**config.mk**
```make
export PLATFORM = sky130hd
export DESIGN_NAME = ctd_trim_regs
export DESIGN_NICKNAME = d
export VERILOG_FILES = /design/src/ctd_pkg.sv /design/src/ctd_fuse_loader.sv /design/src/ctd_trim_regs.sv
export VERILOG_INCLUDE_DIRS = /design/src
export SDC_FILE = /design/constraint.sdc
export NUM_CORES = 1
export LEC_CHECK = 0
export BUFFER_PORTS_ARGS = -buffer_cell sky130_fd_sc_hd__buf_4
export CORE_MARGIN = 4
export CORE_UTILIZATION = 35
export DETAILED_ROUTE_END_ITERATION = 6
export PLACE_DENSITY = 0.57
export SKIP_CTS_REPAIR_TIMING = 1
export SLEW_MARGIN = 20
export SYNTH_ARGS = -nofsm -noshare
export SYNTH_HDL_FRONTEND = slang
export SYNTH_SLANG_ARGS = --single-unit
export TNS_END_PERCENT = 5
```
**constraint.sdc**
```tcl
create_clock -name clk -period 2.2 [get_ports clk]
set_input_delay 0 -clock clk [delete_from_list [all_inputs] [get_ports clk]]
set_output_delay 0 -clock clk [all_outputs]
set_load 0.05 [all_outputs]
```
**src/ctd_cfg.svh**
```systemverilog
/*
  constants for the converter trim and dither register bank.
  assumes an included-once header; byte registers behind a plain strobe port.
*/
`ifndef CTD_CFG_SVH
`define CTD_CFG_SVH

// ----------------------------------------
// register offsets
// ----------------------------------------
`define CTD_ADDR_W          12
`define CTD_OFS_TRIM_A      12'h07E
`define CTD_OFS_TRIM_B      12'h07F
`define CTD_OFS_DITHER      12'h09D
`define CTD_OFS_B0_PH0      12'h102
`define CTD_OFS_B0_PH90     12'h103
`define CTD_OFS_B1_PH0      12'h112
`define CTD_OFS_B1_PH90     12'h113

// ----------------------------------------
// fields and resets
// ----------------------------------------
`define CTD_DITH_EN_BIT     0
`define CTD_DITH_AMP_BIT    1
`define CTD_DITH_ERR_BIT    2
`define CTD_DITH_RSV_HI     7
`define CTD_DITH_RSV_LO     3
`define CTD_RST_DITHER      8'h01
`define CTD_RST_TRIM        8'h00
`define CTD_READ_UNMAPPED   8'h00

// ----------------------------------------
// fuse load
// ----------------------------------------
`define CTD_NUM_FUSE        7
`define CTD_FUSE_IDX_W      3
`define CTD_FUSE_LAST       3'h6

`endif

```
**src/ctd_pkg.sv**
```systemverilog
/*
  types for the converter trim and dither register bank.
  assumes ctd_cfg.svh is available on the include path.
*/
`include "ctd_cfg.svh"

package ctd_pkg;

  // ----------------------------------------
  // dither control fields
  // ----------------------------------------
  typedef struct packed {
    logic [4:0] reserved;
    logic       ditherRoundingPlacement;
    logic       ditherAmplitudeSelect;
    logic       ditherEnable;
  } ctd_dither_type;

  // ----------------------------------------
  // sample timing adjustments per bank
  // ----------------------------------------
  typedef struct packed {
    logic [7:0] bankZeroTimePhase0;
    logic [7:0] bankZeroTimePhase90;
    logic [7:0] bankOneTimePhase0;
    logic [7:0] bankOneTimePhase90;
  } ctd_timing_type;

  typedef enum logic [1:0] {
    CTD_LOAD_IDLE,
    CTD_LOAD_RUN,
    CTD_LOAD_DONE
  } ctd_load_state_type;

endpackage

```
**src/ctd_fuse_loader.sv**
```systemverilog
/*
  sequences the factory fuse values into the register bank after reset.
  assumes fuse values are static levels from the same clock domain.
*/
`timescale 1ns/1ps
`include "ctd_cfg.svh"

module ctd_fuse_loader (
  input  wire logic                         clk,
  input  wire logic                         rstn,
  output logic                              loadValid,
  output logic [`CTD_FUSE_IDX_W-1:0]        loadIndex,
  output logic                              loadDone
);

  // ----------------------------------------
  // one entry per cycle; a host write to an entry not yet loaded is overwritten when the load reaches it
  // ----------------------------------------
  ctd_pkg::ctd_load_state_type state;
  ctd_pkg::ctd_load_state_type next_state;
  logic [`CTD_FUSE_IDX_W-1:0]  next_loadIndex;

  always_comb begin
    next_state     = state;
    next_loadIndex = loadIndex;
    case (state)
      ctd_pkg::CTD_LOAD_IDLE: begin
        next_state     = ctd_pkg::CTD_LOAD_RUN;
        next_loadIndex = '0;
      end
      ctd_pkg::CTD_LOAD_RUN: begin
        if (loadIndex == `CTD_FUSE_LAST) begin
          next_state = ctd_pkg::CTD_LOAD_DONE;
        end else begin
          next_loadIndex = loadIndex + 3'h1;
        end
      end
      default: begin
        next_state = ctd_pkg::CTD_LOAD_DONE;
      end
    endcase
  end

  always_ff @(posedge clk or negedge rstn) begin
    if (!rstn) begin
      state     <= ctd_pkg::CTD_LOAD_IDLE;
      loadIndex <= '0;
    end else begin
      state     <= next_state;
      loadIndex <= next_loadIndex;
    end
  end

  assign loadValid = (state == ctd_pkg::CTD_LOAD_RUN);
  assign loadDone  = (state == ctd_pkg::CTD_LOAD_DONE);

endmodule

```
**src/ctd_trim_regs.sv**
```systemverilog
/*
  converter trim and dither register bank: termination trims, dither
  control and per-bank sample timing adjustments, loaded from fuses.
  assumes fuse inputs are stable levels on clk and a master that follows
  the plain strobe protocol (one-cycle strobes, never both at once).
*/
`timescale 1ns/1ps
`include "ctd_cfg.svh"

// How it works
// - trim register for first input at 7E
// - trim register for second input at 7F
// - fuse values loaded after reset, writable
// - dither enable bit 0, resets one
// - bit 1 selects small or large dither
// - bit 2 places dither rounding error
// - bank zero phase0 timing at 102
// - bank zero phase90 timing at 103
// - bank one phase0 timing at 112
// - bank one phase90 timing at 113
module ctd_trim_regs (
  input  wire logic                    clk,
  input  wire logic                    rstn,
  input  wire logic [`CTD_ADDR_W-1:0]  regAddr,
  input  wire logic [7:0]              regWdata,
  input  wire logic                    regWrite,
  input  wire logic                    regRead,
  output logic      [7:0]              regRdata,
  input  wire logic [7:0]              fuseTrimA,
  input  wire logic [7:0]              fuseTrimB,
  input  wire logic [7:0]              fuseDither,
  input  wire logic [7:0]              fuseB0Phase0,
  input  wire logic [7:0]              fuseB0Phase90,
  input  wire logic [7:0]              fuseB1Phase0,
  input  wire logic [7:0]              fuseB1Phase90,
  output logic      [7:0]              firstInputTermTrim,
  output logic      [7:0]              secondInputTermTrim,
  output logic                         ditherEnable,
  output logic                         ditherAmplitudeSelect,
  output logic                         ditherRoundingPlacement,
  output ctd_pkg::ctd_timing_type      bankTiming,
  output logic                         fuseLoadDone
);

  // ----------------------------------------
  // fuse sequencing
  // ----------------------------------------
  logic                        loadValid;
  logic [`CTD_FUSE_IDX_W-1:0]  loadIndex;
  logic                        loadDone;

  ctd_fuse_loader u_loader (
    .clk       (clk),
    .rstn      (rstn),
    .loadValid (loadValid),
    .loadIndex (loadIndex),
    .loadDone  (loadDone)
  );

  // ----------------------------------------
  // register storage, entry order matches fuse order
  // ----------------------------------------
  logic [7:0] regFile      [`CTD_NUM_FUSE];
  logic [7:0] next_regFile [`CTD_NUM_FUSE];
  logic [7:0] fuseVal      [`CTD_NUM_FUSE];
  logic [`CTD_ADDR_W-1:0] regOfs [`CTD_NUM_FUSE];
  logic [7:0] rstVal       [`CTD_NUM_FUSE];

  assign fuseVal[0] = fuseTrimA;
  assign fuseVal[1] = fuseTrimB;
  assign fuseVal[2] = fuseDither;
  assign fuseVal[3] = fuseB0Phase0;
  assign fuseVal[4] = fuseB0Phase90;
  assign fuseVal[5] = fuseB1Phase0;
  assign fuseVal[6] = fuseB1Phase90;

  assign regOfs[0] = `CTD_OFS_TRIM_A;
  assign regOfs[1] = `CTD_OFS_TRIM_B;
  assign regOfs[2] = `CTD_OFS_DITHER;
  assign regOfs[3] = `CTD_OFS_B0_PH0;
  assign regOfs[4] = `CTD_OFS_B0_PH90;
  assign regOfs[5] = `CTD_OFS_B1_PH0;
  assign regOfs[6] = `CTD_OFS_B1_PH90;

  // ----------------------------------------
  // per entry next value: host write beats the fuse load
  // ----------------------------------------
  genvar gi;
  generate
    for (gi = 0; gi < `CTD_NUM_FUSE; gi++) begin : g_entry
      always_comb begin
        next_regFile[gi] = regFile[gi];
        if (regWrite && (regAddr == regOfs[gi])) begin
          next_regFile[gi] = regWdata;
        end else if (loadValid && (loadIndex == 3'(gi))) begin
          next_regFile[gi] = fuseVal[gi];
        end
      end
      // constant reset values, fuses arrive only after release
      if (gi == 2) begin : g_dith_rst
        assign rstVal[gi] = `CTD_RST_DITHER;
      end else begin : g_trim_rst
        assign rstVal[gi] = `CTD_RST_TRIM;
      end
      always_ff @(posedge clk or negedge rstn) begin
        if (!rstn) begin
          regFile[gi] <= (gi == 2) ? `CTD_RST_DITHER : `CTD_RST_TRIM;
        end else begin
          regFile[gi] <= next_regFile[gi];
        end
      end

      // per entry checks, written once for all seven registers
      a_entry_reset: assert property (@(posedge clk)
        $rose(rstn) |-> regFile[gi] == rstVal[gi])
        else $error("register entry left reset with a wrong value");

      a_entry_load: assert property (@(posedge clk) disable iff (!rstn)
        loadValid && loadIndex == 3'(gi) && !(regWrite && regAddr == regOfs[gi])
        |=> regFile[gi] == $past(fuseVal[gi]))
        else $error("fuse value not loaded into its register entry");

      a_entry_wins: assert property (@(posedge clk) disable iff (!rstn)
        regWrite && regAddr == regOfs[gi] |=> regFile[gi] == $past(regWdata))
        else $error("host write lost against the fuse load");

      a_entry_holds: assert property (@(posedge clk) disable iff (!rstn)
        !(regWrite && regAddr == regOfs[gi]) && !(loadValid && loadIndex == 3'(gi))
        |=> $stable(regFile[gi]))
        else $error("register entry changed without a write or load");

      a_entry_read: assert property (@(posedge clk) disable iff (!rstn)
        regRead && regAddr == regOfs[gi] |=> regRdata == $past(regFile[gi]))
        else $error("read data do not match the register entry");
    end
  endgenerate

  // ----------------------------------------
  // read path: data stand one cycle after the read strobe
  // ----------------------------------------
  logic [7:0] next_regRdata;
  logic       next_fuseLoadDone;

  always_comb begin
    next_regRdata = `CTD_READ_UNMAPPED;
    if (regRead) begin
      if (regAddr == `CTD_OFS_TRIM_A) begin
        next_regRdata = regFile[0];
      end else if (regAddr == `CTD_OFS_TRIM_B) begin
        next_regRdata = regFile[1];
      end else if (regAddr == `CTD_OFS_DITHER) begin
        next_regRdata = regFile[2];
      end else if (regAddr == `CTD_OFS_B0_PH0) begin
        next_regRdata = regFile[3];
      end else if (regAddr == `CTD_OFS_B0_PH90) begin
        next_regRdata = regFile[4];
      end else if (regAddr == `CTD_OFS_B1_PH0) begin
        next_regRdata = regFile[5];
      end else if (regAddr == `CTD_OFS_B1_PH90) begin
        next_regRdata = regFile[6];
      end
    end
    next_fuseLoadDone = loadDone;
  end

  always_ff @(posedge clk or negedge rstn) begin
    if (!rstn) begin
      regRdata     <= `CTD_READ_UNMAPPED;
      fuseLoadDone <= 1'b0;
    end else begin
      regRdata     <= next_regRdata;
      fuseLoadDone <= next_fuseLoadDone;
    end
  end

  // ----------------------------------------
  // analog control outputs, straight from storage flops
  // ----------------------------------------
  ctd_pkg::ctd_dither_type dither;
  assign dither = ctd_pkg::ctd_dither_type'(regFile[2]);

  assign firstInputTermTrim      = regFile[0];
  assign secondInputTermTrim     = regFile[1];
  assign ditherEnable            = dither.ditherEnable;
  assign ditherAmplitudeSelect   = dither.ditherAmplitudeSelect;
  assign ditherRoundingPlacement = dither.ditherRoundingPlacement;
  // phase selection lives in the analog core; both sets are always presented
  assign bankTiming.bankZeroTimePhase0  = regFile[3];
  assign bankTiming.bankZeroTimePhase90 = regFile[4];
  assign bankTiming.bankOneTimePhase0   = regFile[5];
  assign bankTiming.bankOneTimePhase90  = regFile[6];

  // ----------------------------------------
  // checks
  // ----------------------------------------
  a_trim_a_write: assert property (@(posedge clk) disable iff (!rstn)
    regWrite && regAddr == `CTD_OFS_TRIM_A |=> firstInputTermTrim == $past(regWdata))
    else $error("first input trim did not take the write");

  a_trim_b_write: assert property (@(posedge clk) disable iff (!rstn)
    regWrite && regAddr == `CTD_OFS_TRIM_B |=> secondInputTermTrim == $past(regWdata))
    else $error("second input trim did not take the write");

  a_fuse_load_a: assert property (@(posedge clk) disable iff (!rstn)
    loadValid && loadIndex == 3'h0 && !regWrite |=> firstInputTermTrim == $past(fuseTrimA))
    else $error("fuse value not loaded into first trim");

  a_dither_en_bit: assert property (@(posedge clk) disable iff (!rstn)
    regWrite && regAddr == `CTD_OFS_DITHER |=> ditherEnable == $past(regWdata[0]))
    else $error("dither enable does not follow bit 0");

  a_dither_amp_bit: assert property (@(posedge clk) disable iff (!rstn)
    regWrite && regAddr == `CTD_OFS_DITHER |=> ditherAmplitudeSelect == $past(regWdata[1]))
    else $error("dither amplitude does not follow bit 1");

  a_dither_err_bit: assert property (@(posedge clk) disable iff (!rstn)
    regWrite && regAddr == `CTD_OFS_DITHER |=> ditherRoundingPlacement == $past(regWdata[2]))
    else $error("rounding placement does not follow bit 2");

  a_b0_phase0: assert property (@(posedge clk) disable iff (!rstn)
    regWrite && regAddr == `CTD_OFS_B0_PH0 |=> bankTiming.bankZeroTimePhase0 == $past(regWdata))
    else $error("bank zero phase0 timing wrong");

  a_b0_phase90: assert property (@(posedge clk) disable iff (!rstn)
    regWrite && regAddr == `CTD_OFS_B0_PH90 |=> bankTiming.bankZeroTimePhase90 == $past(regWdata))
    else $error("bank zero phase90 timing wrong");

  a_b1_phase0: assert property (@(posedge clk) disable iff (!rstn)
    regWrite && regAddr == `CTD_OFS_B1_PH0 |=> bankTiming.bankOneTimePhase0 == $past(regWdata))
    else $error("bank one phase0 timing wrong");

  a_b1_phase90: assert property (@(posedge clk) disable iff (!rstn)
    regWrite && regAddr == `CTD_OFS_B1_PH90 |=> bankTiming.bankOneTimePhase90 == $past(regWdata))
    else $error("bank one phase90 timing wrong");

  a_dither_readback: assert property (@(posedge clk) disable iff (!rstn)
    regWrite && regAddr == `CTD_OFS_DITHER ##1 regRead && regAddr == `CTD_OFS_DITHER
    && !regWrite |=> regRdata == $past(regWdata, 2))
    else $error("dither register does not read back as written");

  a_trim_holds: assert property (@(posedge clk) disable iff (!rstn)
    loadDone && !(regWrite && regAddr == `CTD_OFS_TRIM_A) |=> $stable(firstInputTermTrim))
    else $error("first input trim changed without a write");

  a_trim_b_holds: assert property (@(posedge clk) disable iff (!rstn)
    loadDone && !(regWrite && regAddr == `CTD_OFS_TRIM_B) |=> $stable(secondInputTermTrim))
    else $error("second input trim changed without a write");

  a_timing_holds: assert property (@(posedge clk) disable iff (!rstn)
    loadDone && !regWrite |=> $stable(bankTiming))
    else $error("bank timing changed without a write");

  a_dither_holds: assert property (@(posedge clk) disable iff (!rstn)
    loadDone && !regWrite |=> $stable(dither))
    else $error("dither control changed without a write");

  a_dither_reserved: assert property (@(posedge clk) disable iff (!rstn)
    regWrite && regAddr == `CTD_OFS_DITHER
    |=> dither.reserved == $past(regWdata[`CTD_DITH_RSV_HI:`CTD_DITH_RSV_LO]))
    else $error("reserved dither bits not stored as written");

  a_dither_on_reset: assert property (@(posedge clk)
    $rose(rstn) |-> ditherEnable)
    else $error("dither not enabled out of reset");

  a_small_on_reset: assert property (@(posedge clk)
    $rose(rstn) |-> !ditherAmplitudeSelect)
    else $error("dither amplitude not small out of reset");

  a_noise_on_reset: assert property (@(posedge clk)
    $rose(rstn) |-> !ditherRoundingPlacement)
    else $error("rounding placement not on noise out of reset");

  // ----------------------------------------
  // load and readback checks
  // ----------------------------------------
  a_rdata_idle: assert property (@(posedge clk) disable iff (!rstn)
    !regRead |=> regRdata == `CTD_READ_UNMAPPED)
    else $error("read data stand outside the cycle after a read");

  a_unmapped_read: assert property (@(posedge clk) disable iff (!rstn)
    regRead && regAddr != `CTD_OFS_TRIM_A && regAddr != `CTD_OFS_TRIM_B
    && regAddr != `CTD_OFS_DITHER && regAddr != `CTD_OFS_B0_PH0
    && regAddr != `CTD_OFS_B0_PH90 && regAddr != `CTD_OFS_B1_PH0
    && regAddr != `CTD_OFS_B1_PH90
    |=> regRdata == `CTD_READ_UNMAPPED)
    else $error("unmapped read did not return zero");

  a_load_window: assert property (@(posedge clk) disable iff (!rstn)
    $rose(loadValid) |-> loadValid [*7] ##1 !loadValid)
    else $error("fuse load did not run for one cycle per entry");

  a_load_done_time: assert property (@(posedge clk) disable iff (!rstn)
    $rose(rstn) |-> !fuseLoadDone ##8 !fuseLoadDone ##1 fuseLoadDone)
    else $error("load done status not raised on time");

  a_load_done_holds: assert property (@(posedge clk) disable iff (!rstn)
    fuseLoadDone |=> fuseLoadDone)
    else $error("load done status dropped before reset");

  a_load_index: assert property (@(posedge clk) disable iff (!rstn)
    loadValid |-> loadIndex <= `CTD_FUSE_LAST)
    else $error("fuse load index ran past the last entry");

endmodule

```
==> flow_summary.json <==
{
  "status": "complete, but fails checks",
  "violations": "negative hold slack",
  "synthTopCellsByArea": "dfrtp_1, mux2i_1, a21oi_1",
  "p_per_area_nw_per_um2": 556,
  "critPathMaxStageDelay_ps": 580,
  "avgSynthCellArea_sq_um": 9.36,
  "worstSetupPathType": "flip-flop to flip-flop",
  "wire_per_inst_um": 17.7,
  "synth-edff-count": 0,
  "viasPerCell": 5.05,
  "fin_worst_skew_ps": 8.27,
  "hold_viol": 9,
  "synthesis.area_sq_um": 3830,
  "ys_ff_latch": 70,
  "num_vias": 3783,
  "min_path_type": "input pin to flip-flop",
  "nFillCells": 968,
  "ys_types": 34,
  "antenna_found_initial": 0,
  "area_growth_pct": 52.9,
  "gp_congestion": 0.812,
  "ys_seq_area_share_pct": 45.8,
  "io_buffers": 139,
  "r2r_slack_ps": 130,
  "synth.largest_area_cell": "dfrtp_1",
  "path_clk_slew_ps": 80,
  "synth_ff_type": "dfrtp_1",
  "peakVddDrop_v": 0.000352,
  "drive_gt1_share_pct": 29.5,
  "grt_pass1_vias": 3577,
  "ant_nets": 0,
  "layout_min_cycle_time_ps": 2070,
  "slowest_stage": "dlygate4sd3_1",
  "core_sq_um": 10500,
  "grt_pass1_wl_mm": 20.1,
  "dieArea_sq_um": 12700,
  "grt_util_all_layers_pct": 20.4,
  "synth.top_cells.by_count": "dfrtp_1, a21oi_1, mux2i_1",
  "fp-row-count": 37,
  "max_freq_ghz": 0.484,
  "fin_tns_setup_ps": 0,
  "yosysTopAreaCellShare_pct": 45.1,
  "cts_buffers": 9,
  "synth_most_common_cell": "dfrtp_1",
  "p_leak_nw": 2.79,
  "dp_hpwl_mm": 9.52,
  "yosysWarnings": 0,
  "cp_max_fo": 8,
  "start_util_pct": 36.4,
  "cp_data_required_time_ps": 2430,
  "antenna_cells": 0,
  "htreeDepth": 3,
  "clk_latency_ps": 340,
  "grt_overflow": 0,
  "rsz0062_at_grt": "false",
  "firstDrtPassIters": 4,
  "crit_chain": "ha_1 -> ha_1 -> nand2_1 -> buf_4 -> mux2i_1 -> a21oi_1 -> dlygate4sd3_1",
  "die_height_um": 113,
  "setup_viol": 0,
  "pin_count": 140,
  "synth_nets": 494,
  "crit_top_cell": "ha_1",
  "final_net_count": 693,
  "arrival_ps": 2290,
  "clockBufferDepth": 2,
  "grt_max_degree": 71,
  "post-route-period-util_pct": 93.9,
  "drcViolationCount": 0,
  "endpoint_kind": "flip-flop",
  "syn_inst": 409,
  "async_flop_share_pct": 100,
  "fin_hold_ws_ps": -37.7,
  "clock-sinks": 70,
  "drv_slew": 0,
  "die_w_um": 113,
  "cts_tree": "built",
  "worst_pin_slew_ps": 923,
  "cts-root-buf": "clkbuf_8",
  "wirelength_mm": 13.3,
  "place_inst": 676,
  "final_cells": 749,
  "cp-start-kind": "flip-flop",
  "drt_iter0_markers": 282,
  "cap_violations": 0,
  "slew_headroom_pct": 38.5
}
power by group:
part	switching (mW)	internal, mW
Clock	0.479	0.731
Sequential	0.0483	1.34
Combinational	0.370	0.285
Total	0.898	2.36
area by class of cell:
class	instances	area, sq um	share of cell area [%]
Tap cell	136	170	2.91
Clock inverter	3	65.1	1.11
Inverter	5	18.8	0.321
Sequential cell	70	1750	29.9
Clock buffer	13	169	2.89
Timing Repair Buffer	209	1710	29.2
Multi-Input combinational cell	313	1970	33.6
placed cells by master (no fill, tap or decap), drive strengths merged, types with 2 or more instances in the layout:
| cell | count |
|---|---|
| a21oi | 57 |
| and3 | 10 |
| buf | 152 |
| bufinv | 2 |
| clkbuf | 13 |
| dfrtp | 69 |
| dlygate4sd3 | 57 |
| ha | 5 |
| inv | 5 |
| mux2 | 8 |
| mux2i | 56 |
| nand2 | 30 |
| nand2b | 9 |
| nand3 | 16 |
| nand4 | 3 |
| nand4b | 2 |
| nor2 | 50 |
| nor2b | 4 |
| nor3 | 3 |
| nor4b | 7 |
| o21ai | 36 |
| o22ai | 8 |
| or3 | 2 |
stage by stage:
| stage | util, % | power [mW] | area (sq um) | hold WS (ps) | worst slack [ps] |
|---|---|---|---|---|---|
| 2_1_floorplan | - | 1.69 | 3830 | -296 | 577 |
| 3_3_place_gp | 48.1 | 1.98 | 5050 | 191 | 347 |
| 3_5_place_dp | 48.1 | 1.99 | 5050 | 189 | 261 |
| 4_1_cts | 50.3 | 3.20 | 5280 | -180 | 557 |
| 5_1_grt | 55.7 | 3.40 | 5850 | 0.216 | 34.5 |
| 6_report | 55.7 | 3.25 | 5850 | -37.7 | 134 |
final timing paths:
check | from | endpoint | cells past startpoint
min in group asynchronous | rstn | bankTiming[3]$_DFFE_PN0P_ | 2
hold reg to reg | u_loader.state[0]$_DFFE_PN0P_ | fuseLoadDone$_DFF_PN0_ | 1
setup reg to reg | u_loader.loadIndex[0]$_DFFE_PN0P_ | bankTiming[30]$_DFFE_PN0P_ | 7
hold / removal | fuseDither[6] | dither[6]$_DFFE_PN0P_ | 3
setup / recovery | u_loader.loadIndex[0]$_DFFE_PN0P_ | bankTiming[30]$_DFFE_PN0P_ | 7
max in group asynchronous | rstn | dither[5]$_DFFE_PN0P_ | 2
critical path, delay by kind of cell, from the launching register on:
family	cells	cell delay, ps
AND/OR/NAND/NOR	1	80
buffers and inverters	2	780
multiplexers	1	210
adder cells (fa/ha/maj)	2	390
AO/OA/AOI/OAI	1	80
flip-flops	1	430
state kept, by name (all words and copies together) (netlist names):
name and count:
bankTiming 32, dither 8, firstInputTermTrim 8, fuseLoadDone 1, regRdata 8, secondInputTermTrim 8, u_loader.loadIndex 3, u_loader.state 2
per-layer routing:
layer / GRT usage [%] / vias up / share of wire (%)
met3: 4.69 / 22 / 5.2
li1: - / 1864 / -
met1: 28.5 / 1768 / 45
met2: 31.3 / 129 / 47
met5: 0 / - / 0
met4: 6.81 / 0 / 2.8
cell families (layout without fill, tap and decap cells):
family / Yosys count / count (layout) / share of synthesized area [%]
flip-flops: 70 / 70 / 45.8
AO/OA/AOI/OAI: 103 / 103 / 13.9
multiplexers: 64 / 64 / 17.0
buffers and inverters: 26 / 230 / 2.84
adder cells (fa/ha/maj): 5 / 5 / 1.63
AND/OR/NAND/NOR: 141 / 141 / 18.9
Note: power is estimated with default switching activity, not from simulation.
